[config.mk]
export PLATFORM = sky130hd
export DESIGN_NAME = pfl_top
export DESIGN_NICKNAME = d
export VERILOG_FILES = /design/src/pkg/pfl_pkg.sv /design/src/rtl/pfl_fault_track.sv /design/src/rtl/pfl_wave_gen.sv /design/src/rtl/pfl_top.sv
export SDC_FILE = /design/constraint.sdc
export NUM_CORES = 1
export LEC_CHECK = 0
export BUFFER_PORTS_ARGS = -buffer_cell sky130_fd_sc_hd__clkbuf_2
export CORE_ASPECT_RATIO = 1.4
export CORE_MARGIN = 10
export CORE_UTILIZATION = 25
export CTS_CLUSTER_DIAMETER = 40
export DETAILED_ROUTE_END_ITERATION = 10
export MAX_ROUTING_LAYER = met4
export PLACE_DENSITY = 0.44
export SLEW_MARGIN = 20
export SYNTH_ARGS = -nofsm -noshare
export SYNTH_HDL_FRONTEND = slang
export SYNTH_SLANG_ARGS = --single-unit
[constraint.sdc]
create_clock -name hclk -period 4.65 [get_ports hclk]
set_input_delay 0.2325 -clock hclk [delete_from_list [all_inputs] [get_ports hclk]]
set_output_delay 0.2325 -clock hclk [all_outputs]
set_load 0.02 [all_outputs]
[src/pkg/pfl_pkg.sv]
package pfl_pkg;

	// ****************************************
	// sizes
	// ****************************************
	localparam int NUM_GEN = 4;
	localparam int CNT_W   = 16;

	// ****************************************
	// register byte offsets
	// ****************************************
	localparam logic [11:0] OFS_OUTPUT_ENABLE_REG = 12'h000;
	localparam logic [11:0] OFS_IRQ_STATUS_CLEAR  = 12'h004;
	localparam logic [11:0] OFS_FAULT_STATE       = 12'h008;
	localparam logic [11:0] OFS_GEN_CTRL_BASE     = 12'h040;
	localparam logic [11:0] OFS_MIN_FLT_BASE      = 12'h080;
	localparam logic [11:0] OFS_PERIOD_BASE       = 12'h0C0;
	localparam logic [11:0] OFS_DUTY_BASE         = 12'h100;

	// ****************************************
	// generator_control fields
	// ****************************************
	localparam int CTL_RUN_BIT   = 0;
	localparam int CTL_LATCH_BIT = 1;
	localparam int CTL_FPOL_BIT  = 2; // level driven while faulted
	localparam int CTL_W         = 3;

	// ****************************************
	// reset values
	// ****************************************
	localparam logic [NUM_GEN-1:0] RST_OUTPUT_ENABLE = 4'h0;
	localparam logic [CTL_W-1:0]   RST_GEN_CTRL      = 3'h0;
	localparam logic [CNT_W-1:0]   RST_MIN_FLT       = 16'h0000;
	localparam logic [CNT_W-1:0]   RST_PERIOD        = 16'h00FF;
	localparam logic [CNT_W-1:0]   RST_DUTY          = 16'h0080;

	// ****************************************
	// bus encodings
	// ****************************************
	localparam logic [1:0] HTRANS_NONSEQ = 2'h2;
	localparam logic [1:0] HTRANS_SEQ    = 2'h3;

	// fault tracker states, gray along idle->active->hold
	typedef enum logic [1:0] {
		PFL_IDLE   = 2'b00,
		PFL_ACTIVE = 2'b01,
		PFL_HOLD   = 2'b11
	} pfl_fstate_t;

endpackage

[src/rtl/pfl_fault_track.sv]
`timescale 1ns/1ns
// per-generator fault tracking: minimum period and optional hold
module pfl_fault_track
	import pfl_pkg::*;
(
	input  wire logic             hclk,
	input  wire logic             hresetn,
	input  wire logic             fault_in,
	input  wire logic             latch_en,
	input  wire logic [CNT_W-1:0] min_period,
	input  wire logic             status_clr,
	output logic                  fault_active,
	output logic                  fault_event
);
	pfl_fstate_t      state_q, state_d;
	logic [CNT_W-1:0] cnt_q, cnt_d;
	logic             clr_seen_q, clr_seen_d;

	// ****************************************
	// next state
	// ****************************************
	always_comb begin
		state_d     = state_q;
		cnt_d       = cnt_q;
		clr_seen_d  = clr_seen_q;
		fault_event = 1'b0;
		case (state_q)
			PFL_IDLE: begin
				if (fault_in) begin
					state_d     = PFL_ACTIVE;
					cnt_d       = min_period;
					clr_seen_d  = 1'b0;
					fault_event = 1'b1;
				end
			end
			PFL_ACTIVE: begin
				// a clear while still active already ends the hold, no second clear needed
				if (status_clr) begin
					clr_seen_d = 1'b1; // RULE_01
				end
				// min period runs even after input drops
				if (cnt_q != '0) begin
					cnt_d = cnt_q - 1'b1; // RULE_03
				end else if (!fault_in) begin
					if (latch_en && !clr_seen_d) begin
						state_d = PFL_HOLD; // RULE_01
					end else begin
						state_d = PFL_IDLE; // RULE_06
					end
				end
			end
			PFL_HOLD: begin
				// held until software clears the status bit or the hold bit is dropped
				if (status_clr || !latch_en) begin
					state_d    = fault_in ? PFL_ACTIVE : PFL_IDLE; // RULE_01
					clr_seen_d = status_clr;
				end
			end
			default: state_d = PFL_IDLE;
		endcase
	end

	// ****************************************
	// registers
	// ****************************************
	always_ff @(posedge hclk or negedge hresetn) begin
		if (!hresetn) begin
			state_q    <= PFL_IDLE;
			cnt_q      <= '0;
			clr_seen_q <= 1'b0;
		end else begin
			state_q    <= state_d;
			cnt_q      <= cnt_d;
			clr_seen_q <= clr_seen_d;
		end
	end

	assign fault_active = (state_q != PFL_IDLE);
endmodule

[src/rtl/pfl_wave_gen.sv]
`timescale 1ns/1ns
// simple up-counting edge-aligned waveform source
module pfl_wave_gen
	import pfl_pkg::*;
(
	input  wire logic             hclk,
	input  wire logic             hresetn,
	input  wire logic             run,
	input  wire logic [CNT_W-1:0] period,
	input  wire logic [CNT_W-1:0] duty,
	output logic                  wave
);
	logic [CNT_W-1:0] cnt_q, cnt_d;
	logic             wave_q, wave_d;

	// ****************************************
	// counter and compare
	// ****************************************
	always_comb begin
		cnt_d  = '0;
		wave_d = 1'b0;
		if (run) begin
			cnt_d  = (cnt_q >= period) ? '0 : cnt_q + 1'b1;
			wave_d = (cnt_d < duty);
		end
	end

	always_ff @(posedge hclk or negedge hresetn) begin
		if (!hresetn) begin
			cnt_q  <= '0;
			wave_q <= 1'b0;
		end else begin
			cnt_q  <= cnt_d;
			wave_q <= wave_d;
		end
	end

	assign wave = wave_q;
endmodule

[src/rtl/pfl_top.sv]
// Implementation choices: the AHB-Lite interface to the registers and the placing of the registers.
`timescale 1ns/1ns
// Functional notes
// [RULE_01] With fault hold set, a generator stays faulted until software clears its status bit.
// [RULE_02] Writing one to a fault status bit clears it, writing zero leaves it alone.
// [RULE_03] A detected fault stays active for at least the programmed minimum fault period.
// [RULE_04] A cleared output enable bit forces the output to zero, not to the fault level.
// [RULE_05] Setting the output enable bit again resumes the programmed waveform.
// [RULE_06] With fault hold clear, the output returns to its waveform once the fault goes away.
module pfl_top
	import pfl_pkg::*;
(
	input  wire logic                        hclk,
	input  wire logic                        hresetn,
	input  wire logic                        hsel,
	input  wire logic [31:0]                 haddr,
	input  wire logic [1:0]                  htrans,
	input  wire logic                        hwrite,
	input  wire logic [2:0]                  hsize,
	input  wire logic [31:0]                 hwdata,
	input  wire logic                        hready,
	output logic      [31:0]                 hrdata,
	output logic                             hreadyout,
	output logic                             hresp,
	input  wire logic [pfl_pkg::NUM_GEN-1:0] fault_pin,
	output logic      [pfl_pkg::NUM_GEN-1:0] pwm_out
);
	import pfl_pkg::*;

	// ****************************************
	// helpers
	// ****************************************
	// address match of a per-generator register inside a 4-word bank
	function automatic logic bank_hit(input logic [11:0] a, input logic [11:0] base,
		input int g);
		return a == (base + 12'(g * 4));
	endfunction

	// ****************************************
	// state
	// ****************************************
	logic [NUM_GEN-1:0] sync1_q, sync2_q;
	logic [NUM_GEN-1:0] oe_q, oe_d;
	logic [NUM_GEN-1:0] irq_q, irq_d;
	logic [CTL_W-1:0]   ctl_q [NUM_GEN];
	logic [CTL_W-1:0]   ctl_d [NUM_GEN];
	logic [CNT_W-1:0]   mfp_q [NUM_GEN];
	logic [CNT_W-1:0]   mfp_d [NUM_GEN];
	logic [CNT_W-1:0]   per_q [NUM_GEN];
	logic [CNT_W-1:0]   per_d [NUM_GEN];
	logic [CNT_W-1:0]   dut_q [NUM_GEN];
	logic [CNT_W-1:0]   dut_d [NUM_GEN];
	logic [NUM_GEN-1:0] out_q, out_d;
	logic [NUM_GEN-1:0] flt_act;
	logic [NUM_GEN-1:0] flt_evt;
	logic [NUM_GEN-1:0] wave;
	logic [NUM_GEN-1:0] clr_pulse;
	logic               wr_pend_q, wr_pend_d;
	logic [11:0]        wr_addr_q, wr_addr_d;
	logic [31:0]        rdata_q, rdata_d;
	logic               addr_ok;
	logic [31:0]        rd_mux;

	// ****************************************
	// fault pin synchroniser
	// ****************************************
	always_ff @(posedge hclk or negedge hresetn) begin
		if (!hresetn) begin
			sync1_q <= '0;
			sync2_q <= '0;
		end else begin
			sync1_q <= fault_pin;
			sync2_q <= sync1_q;
		end
	end

	// ****************************************
	// per-generator datapath
	// ****************************************
	genvar g;
	generate
		for (g = 0; g < NUM_GEN; g++) begin : gen_ch
			pfl_fault_track u_track (
				.hclk         (hclk),
				.hresetn      (hresetn),
				.fault_in     (sync2_q[g]),
				.latch_en     (ctl_q[g][CTL_LATCH_BIT]),
				.min_period   (mfp_q[g]),
				.status_clr   (clr_pulse[g]),
				.fault_active (flt_act[g]),
				.fault_event  (flt_evt[g])
			);
			pfl_wave_gen u_wave (
				.hclk    (hclk),
				.hresetn (hresetn),
				.run     (ctl_q[g][CTL_RUN_BIT]),
				.period  (per_q[g]),
				.duty    (dut_q[g]),
				.wave    (wave[g])
			);
		end
	endgenerate

	// ****************************************
	// output selection
	// ****************************************
	// enable wins over fault: a disabled output is plain zero
	always_comb begin
		for (int i = 0; i < NUM_GEN; i++) begin
			if (!oe_q[i]) begin
				out_d[i] = 1'b0; // RULE_04
			end else if (flt_act[i]) begin
				out_d[i] = ctl_q[i][CTL_FPOL_BIT];
			end else begin
				out_d[i] = wave[i]; // RULE_05
			end
		end
	end

	always_ff @(posedge hclk or negedge hresetn) begin
		if (!hresetn) begin
			out_q <= '0;
		end else begin
			out_q <= out_d;
		end
	end

	assign pwm_out = out_q;

	// ****************************************
	// bus decode
	// ****************************************
	// address phase is always accepted, zero wait states
	logic addr_take;
	assign addr_take = hsel && hready && (htrans == HTRANS_NONSEQ || htrans == HTRANS_SEQ);

	always_comb begin
		addr_ok = (haddr[11:0] == OFS_OUTPUT_ENABLE_REG) ||
			(haddr[11:0] == OFS_IRQ_STATUS_CLEAR) || (haddr[11:0] == OFS_FAULT_STATE);
		for (int i = 0; i < NUM_GEN; i++) begin
			if (bank_hit(haddr[11:0], OFS_GEN_CTRL_BASE, i) ||
				bank_hit(haddr[11:0], OFS_MIN_FLT_BASE, i) ||
				bank_hit(haddr[11:0], OFS_PERIOD_BASE, i) ||
				bank_hit(haddr[11:0], OFS_DUTY_BASE, i)) begin
				addr_ok = 1'b1;
			end
		end
	end

	// read mux on the address phase; unmapped reads zero
	always_comb begin
		rd_mux = 32'h0000_0000;
		if (haddr[11:0] == OFS_OUTPUT_ENABLE_REG) rd_mux[NUM_GEN-1:0] = oe_q;
		if (haddr[11:0] == OFS_IRQ_STATUS_CLEAR)  rd_mux[NUM_GEN-1:0] = irq_q;
		if (haddr[11:0] == OFS_FAULT_STATE)       rd_mux[NUM_GEN-1:0] = flt_act;
		for (int i = 0; i < NUM_GEN; i++) begin
			if (bank_hit(haddr[11:0], OFS_GEN_CTRL_BASE, i)) rd_mux[CTL_W-1:0] = ctl_q[i];
			if (bank_hit(haddr[11:0], OFS_MIN_FLT_BASE, i))  rd_mux[CNT_W-1:0] = mfp_q[i];
			if (bank_hit(haddr[11:0], OFS_PERIOD_BASE, i))   rd_mux[CNT_W-1:0] = per_q[i];
			if (bank_hit(haddr[11:0], OFS_DUTY_BASE, i))     rd_mux[CNT_W-1:0] = dut_q[i];
		end
	end

	always_comb begin
		wr_pend_d = addr_take && hwrite && addr_ok;
		wr_addr_d = addr_take ? haddr[11:0] : wr_addr_q;
		rdata_d   = (addr_take && !hwrite) ? rd_mux : rdata_q;
	end

	always_ff @(posedge hclk or negedge hresetn) begin
		if (!hresetn) begin
			wr_pend_q <= 1'b0;
			wr_addr_q <= '0;
			rdata_q   <= '0;
		end else begin
			wr_pend_q <= wr_pend_d;
			wr_addr_q <= wr_addr_d;
			rdata_q   <= rdata_d;
		end
	end

	assign hrdata    = rdata_q;
	assign hreadyout = 1'b1;
	assign hresp     = 1'b0;

	// ****************************************
	// register writes (data phase)
	// ****************************************
	always_comb begin
		oe_d      = oe_q;
		clr_pulse = '0;
		if (wr_pend_q && wr_addr_q == OFS_OUTPUT_ENABLE_REG) begin
			oe_d = hwdata[NUM_GEN-1:0]; // RULE_04 RULE_05
		end
		if (wr_pend_q && wr_addr_q == OFS_IRQ_STATUS_CLEAR) begin
			clr_pulse = hwdata[NUM_GEN-1:0]; // RULE_02
		end
		// a new fault in the clearing cycle keeps the bit set
		irq_d = (irq_q & ~clr_pulse) | flt_evt; // RULE_02
		for (int i = 0; i < NUM_GEN; i++) begin
			ctl_d[i] = ctl_q[i];
			mfp_d[i] = mfp_q[i];
			per_d[i] = per_q[i];
			dut_d[i] = dut_q[i];
			if (wr_pend_q && bank_hit(wr_addr_q, OFS_GEN_CTRL_BASE, i))
				ctl_d[i] = hwdata[CTL_W-1:0];
			if (wr_pend_q && bank_hit(wr_addr_q, OFS_MIN_FLT_BASE, i))
				mfp_d[i] = hwdata[CNT_W-1:0]; // RULE_03
			if (wr_pend_q && bank_hit(wr_addr_q, OFS_PERIOD_BASE, i))
				per_d[i] = hwdata[CNT_W-1:0];
			if (wr_pend_q && bank_hit(wr_addr_q, OFS_DUTY_BASE, i))
				dut_d[i] = hwdata[CNT_W-1:0];
		end
	end

	always_ff @(posedge hclk or negedge hresetn) begin
		if (!hresetn) begin
			oe_q  <= RST_OUTPUT_ENABLE;
			irq_q <= '0;
			for (int i = 0; i < NUM_GEN; i++) begin
				ctl_q[i] <= RST_GEN_CTRL;
				mfp_q[i] <= RST_MIN_FLT;
				per_q[i] <= RST_PERIOD;
				dut_q[i] <= RST_DUTY;
			end
		end else begin
			oe_q  <= oe_d;
			irq_q <= irq_d;
			for (int i = 0; i < NUM_GEN; i++) begin
				ctl_q[i] <= ctl_d[i];
				mfp_q[i] <= mfp_d[i];
				per_q[i] <= per_d[i];
				dut_q[i] <= dut_d[i];
			end
		end
	end
endmodule

==> results.toml <==
[outcome]
outcome = "completed"

[global_route]
track_usage = 0.1641
number_of_global_route_vias_before_repair = 18660
grt_first_pass_wirelength_um = 122200
grt_start_max_net_pins = 160
grt-ovfl-total = 0
antenna_violations_before_repair = 10

[setup_path]
timing.critical_path.to_type = "flip-flop"
crit_path_frequent_cell = "sky130_fd_sc_hd__a21oi_1"
crit_path_max_fanout = 16
library_cell_contributing_the_largest_single_delay_on_the_critical_path = "sky130_fd_sc_hd__dfstp_2"
critPathLaunchType = "flip-flop"
critical_path_required_ns = 5.17
cpPeakStageDelay_ns = 0.59
worstPathArrival_ns = 4.34
crit_chain = "inv_1 -> ha_1 -> or4_1 -> a21oi_1 -> o21ai_0 -> a21oi_1 -> o21ai_1 -> nor2_1 -> ha_1 -> a21oi_1 -> nor2_1 -> a2111oi_0 -> o21ai_0 -> o211ai_1 -> nand4b_1 -> a21oi_1"
timing.setup.critical_path_class = "flip-flop to flip-flop"
reg2reg_setup_slack_ns = 0.83

[sta]
grt_setup_unrepaired = "no"
report.final.slew_viol_count = 0
worst-slew-pin-transition_ns = 1.133
final_min_period_over_clock_period = 0.8225
period_minus_slack_ns = 3.824
slew-limit-headroom = 0.2429
timing.setup.tns_ns = 0
max_freq_ghz = 0.2615
finalSetupViolCount = 0
report.final.hold_viol_count = 0
timing.final.ws_setup_ns = 0.8255
timing.clock.skew_ns = 0.02919

[logic_synthesis]
syn_inst = 2355
yosys_warnings = 0
synth_edf_count = 0
synth_sequential_area_ratio = 0.4488
netlist-cell-type-count = 78
postSynth.topFlopCell = "sky130_fd_sc_hd__dfrtp_1"
netlist_area_um2 = 22240
async_flop_share = 1.000
post_synthesis_mean_instance_area_um2 = 9.442
number_of_synthesized_register_bits = 397

[power]
ir_worst_vdd_v = 0.0002406
p_leak_nw = 12.04
power_density_nw_per_um2 = 420.9

[cells_and_area]
num-nets-final = 2613
area_added_between_synthesis_and_finish_pct = 19.03
fillCellCount = 9204
postLayoutCoreUtil = 0.2998
drive_above_1_share = 0.1748

[routing]
drt_pass1_iterations = 7
antenna_left = 0
remaining_drc_errors = 0
initialDrtViolationCount = 1302
vias_per_cell = 5.040
wl_um = 82500
route.detailed.wl_per_inst_um = 22.60
total_vias_in_the_final_route = 18400

[cts]
clock_latency_ns = 0.63
clock_input_transition_at_the_sequential_cells_of_the_worst_setup_and_hold_paths_ns = 0.05
numCtsBuffers = 75
cts_tree = "built"
htree_num_levels = 3
cts_root_buffer = "sky130_fd_sc_hd__clkbuf_16"
cts_max_path_buffers = 3
cts_resized = 0
clkSinkCount = 397

[floorplan]
io-pin-count = 116
die_w_um = 272.1
dieHeight_um = 372.9
core_area_um2 = 88290
rows = 129
start_util = 0.2519
die-area_um2 = 101400

[place]
pre_cts_ws_ns = 0.8725
post-dp-hpwl_um = 60590
port_buffer_cells = 57
globalplace.congestion = 0.9582

[job]
max_cap_violations = 0

[worst_hold_path]
hold_path.class = "input port to flip-flop"
==> through the flow <==
| step | instance area, um^2 | power [mW] | hold WS [ns] | cells |
|---|---|---|---|---|
| finish | 26470 | 11.14 | 0.08562 | 3650 |
| global route | 26470 | 11.65 | 0.05994 | 3650 |
| global placement | 23720 | 5.516 | 0.1833 | 3494 |
| detailed placement | 23720 | 5.587 | 0.1842 | 3494 |
| CTS | 26420 | 11.26 | 0.03528 | 3643 |
| floorplan | 22300 | 5.080 | -0.06309 | 2371 |
==> routing by layer <==
| layer | global-route usage | vias to the layer above | part of all wire |
|---|---|---|---|
| met2 | 0.2826 | 540 | 0.51 |
| met4 | 0.07874 | 0 | 0.047 |
| li1 | - | 8555 | - |
| met3 | 0.02759 | 144 | 0.052 |
| met5 | - | - | 0 |
| met1 | 0.1820 | 9158 | 0.39 |
==> where the power goes <==
group | switching [mW] | internal, mW
clock network | 2.05 | 3.55
registers | 0.377 | 3.81
logic | 0.863 | 0.495
==> cell usage after synthesis (11+ instances only) <==
master | n | share of area
sky130_fd_sc_hd__dfrtp_1 | 361 | 0.41
sky130_fd_sc_hd__nor2_1 | 234 | 0.040
sky130_fd_sc_hd__o21ai_0 | 200 | 0.045
sky130_fd_sc_hd__nand2_1 | 195 | 0.033
sky130_fd_sc_hd__a21oi_1 | 147 | 0.033
sky130_fd_sc_hd__inv_1 | 146 | 0.025
sky130_fd_sc_hd__mux2_2 | 143 | 0.072
sky130_fd_sc_hd__ha_1 | 132 | 0.074
sky130_fd_sc_hd__clkbuf_1 | 114 | 0.019
sky130_fd_sc_hd__nand3_1 | 77 | 0.017
sky130_fd_sc_hd__nor3_1 | 55 | 0.012
sky130_fd_sc_hd__a221oi_1 | 40 | 0.016
sky130_fd_sc_hd__xor2_1 | 38 | 0.015
sky130_fd_sc_hd__dfstp_2 | 36 | 0.043
sky130_fd_sc_hd__nand2b_1 | 30 | 0.0084
sky130_fd_sc_hd__nand4_1 | 25 | 0.0070
sky130_fd_sc_hd__a21o_1 | 22 | 0.0074
sky130_fd_sc_hd__and3_1 | 22 | 0.0062
sky130_fd_sc_hd__nor4_1 | 22 | 0.0062
sky130_fd_sc_hd__o2111ai_1 | 19 | 0.0075
sky130_fd_sc_hd__buf_4 | 18 | 0.0061
sky130_fd_sc_hd__mux2i_1 | 18 | 0.0081
sky130_fd_sc_hd__xnor2_1 | 17 | 0.0067
sky130_fd_sc_hd__or3_1 | 16 | 0.0045
sky130_fd_sc_hd__o22ai_1 | 15 | 0.0042
sky130_fd_sc_hd__a222oi_1 | 14 | 0.0063
sky130_fd_sc_hd__o221ai_1 | 14 | 0.0055
sky130_fd_sc_hd__nor2b_1 | 13 | 0.0037
sky130_fd_sc_hd__o211ai_1 | 13 | 0.0044
sky130_fd_sc_hd__a22oi_1 | 12 | 0.0041
sky130_fd_sc_hd__a211oi_1 | 11 | 0.0037
==> cell families (layout without fill, tap and decap cells) <==
kind of cell / after synthesis / in the layout / synth area share
adders and majority gates: 132 / 132 / 0.07427
and+or+nand+nor: 742 / 742 / 0.1583
xor gates and xnor gates: 55 / 55 / 0.02166
buffers and inverters: 289 / 384 / 0.05284
muxes: 161 / 161 / 0.08052
other: 2 / 23 / 0.0003377
DFF: 397 / 397 / 0.4488
AOI/OAI and AO/OA: 577 / 577 / 0.1632
==> state kept, by name, summed over array words and instances, names as in the netlist, 8 cells and up <==
signal,count
gen_ch.u_wave.cnt_q,64
dut_q,64
gen_ch.u_track.cnt_q,64
mfp_q,64
per_q,64
hrdata,16
ctl_q,12
wr_addr_q,12
gen_ch.u_track.state_q,8
==> timing repair <==
action	4_1_cts	5_1_grt
endpoints found under the hold margin	53	0
hold buffers	9	0
buffers inserted	0	0
==> area by class of cell <==
class / count / area [um^2] / area share
clock buffer: 93 / 2024 / 0.07649
clock inverter: 47 / 583.1 / 0.02203
timing repair buffer: 98 / 670.6 / 0.02534
multi-input combinational: 1685 / 11170 / 0.4222
inverter: 146 / 548.0 / 0.02071
tap: 1179 / 1475 / 0.05573
antenna: 5 / 12.51 / 0.0004727
sequential: 397 / 9980 / 0.3770
==> critical path, delay by kind of cell, from the launching register on <==
kind | cells | cell delay, ns
adder cells (fa/ha/maj) | 2 | 0.43
flip-flops | 1 | 0.59
AND/OR/NAND/NOR | 4 | 0.90
AO/OA/AOI/OAI | 9 | 1.73
buffers and inverters | 1 | 0.08
==> final timing paths <==
path | start | endpoint | depth (start not counted)
max | per_q[37]$_DFFE_PN1P_ | gen_ch[1].u_wave.wave$_DFF_PN0_ | 16
min | haddr[0] | wr_addr_q[0]$_DFFE_PN0P_ | 2
max reg2reg | per_q[37]$_DFFE_PN1P_ | gen_ch[1].u_wave.wave$_DFF_PN0_ | 16
min reg2reg | sync1_q[0]$_DFF_PN0_ | sync2_q[0]$_DFF_PN0_ | 0
max in group asynchronous | hresetn | sync1_q[0]$_DFF_PN0_ | 3
min in group asynchronous | hresetn | gen_ch[2].u_wave.cnt_q[8]$_DFF_PN0_ | 2
==> placed cells by master, fill, tap and decap left out, types with 11 or more instances in the layout <==
cell type	count
sky130_fd_sc_hd__nor2_1	228
sky130_fd_sc_hd__nor2b_1	13
sky130_fd_sc_hd__xor2_1	38
sky130_fd_sc_hd__o211ai_1	13
sky130_fd_sc_hd__o2111ai_1	19
sky130_fd_sc_hd__mux2_2	143
sky130_fd_sc_hd__a211oi_1	11
sky130_fd_sc_hd__nor3_1	54
sky130_fd_sc_hd__ha_1	132
sky130_fd_sc_hd__nand4_1	25
sky130_fd_sc_hd__o21ai_0	200
sky130_fd_sc_hd__and3_1	22
sky130_fd_sc_hd__nand2_1	195
sky130_fd_sc_hd__a21oi_1	147
sky130_fd_sc_hd__o22ai_1	15
sky130_fd_sc_hd__or3_1	16
sky130_fd_sc_hd__nand2b_1	30
sky130_fd_sc_hd__dfstp_2	36
sky130_fd_sc_hd__a22oi_1	12
sky130_fd_sc_hd__inv_1	146
sky130_fd_sc_hd__clkbuf_16	75
sky130_fd_sc_hd__a221oi_1	40
sky130_fd_sc_hd__a222oi_1	14
sky130_fd_sc_hd__buf_4	29
sky130_fd_sc_hd__mux2i_1	18
sky130_fd_sc_hd__clkbuf_2	56
sky130_fd_sc_hd__clkinv_4	11
sky130_fd_sc_hd__dfrtp_1	361
sky130_fd_sc_hd__conb_1	18
sky130_fd_sc_hd__nor4_1	22
sky130_fd_sc_hd__o221ai_1	14
sky130_fd_sc_hd__clkinvlp_4	11
sky130_fd_sc_hd__xnor2_1	17
sky130_fd_sc_hd__nand3_1	77
sky130_fd_sc_hd__a21o_1	22
(Power assumes the default switching activity.)
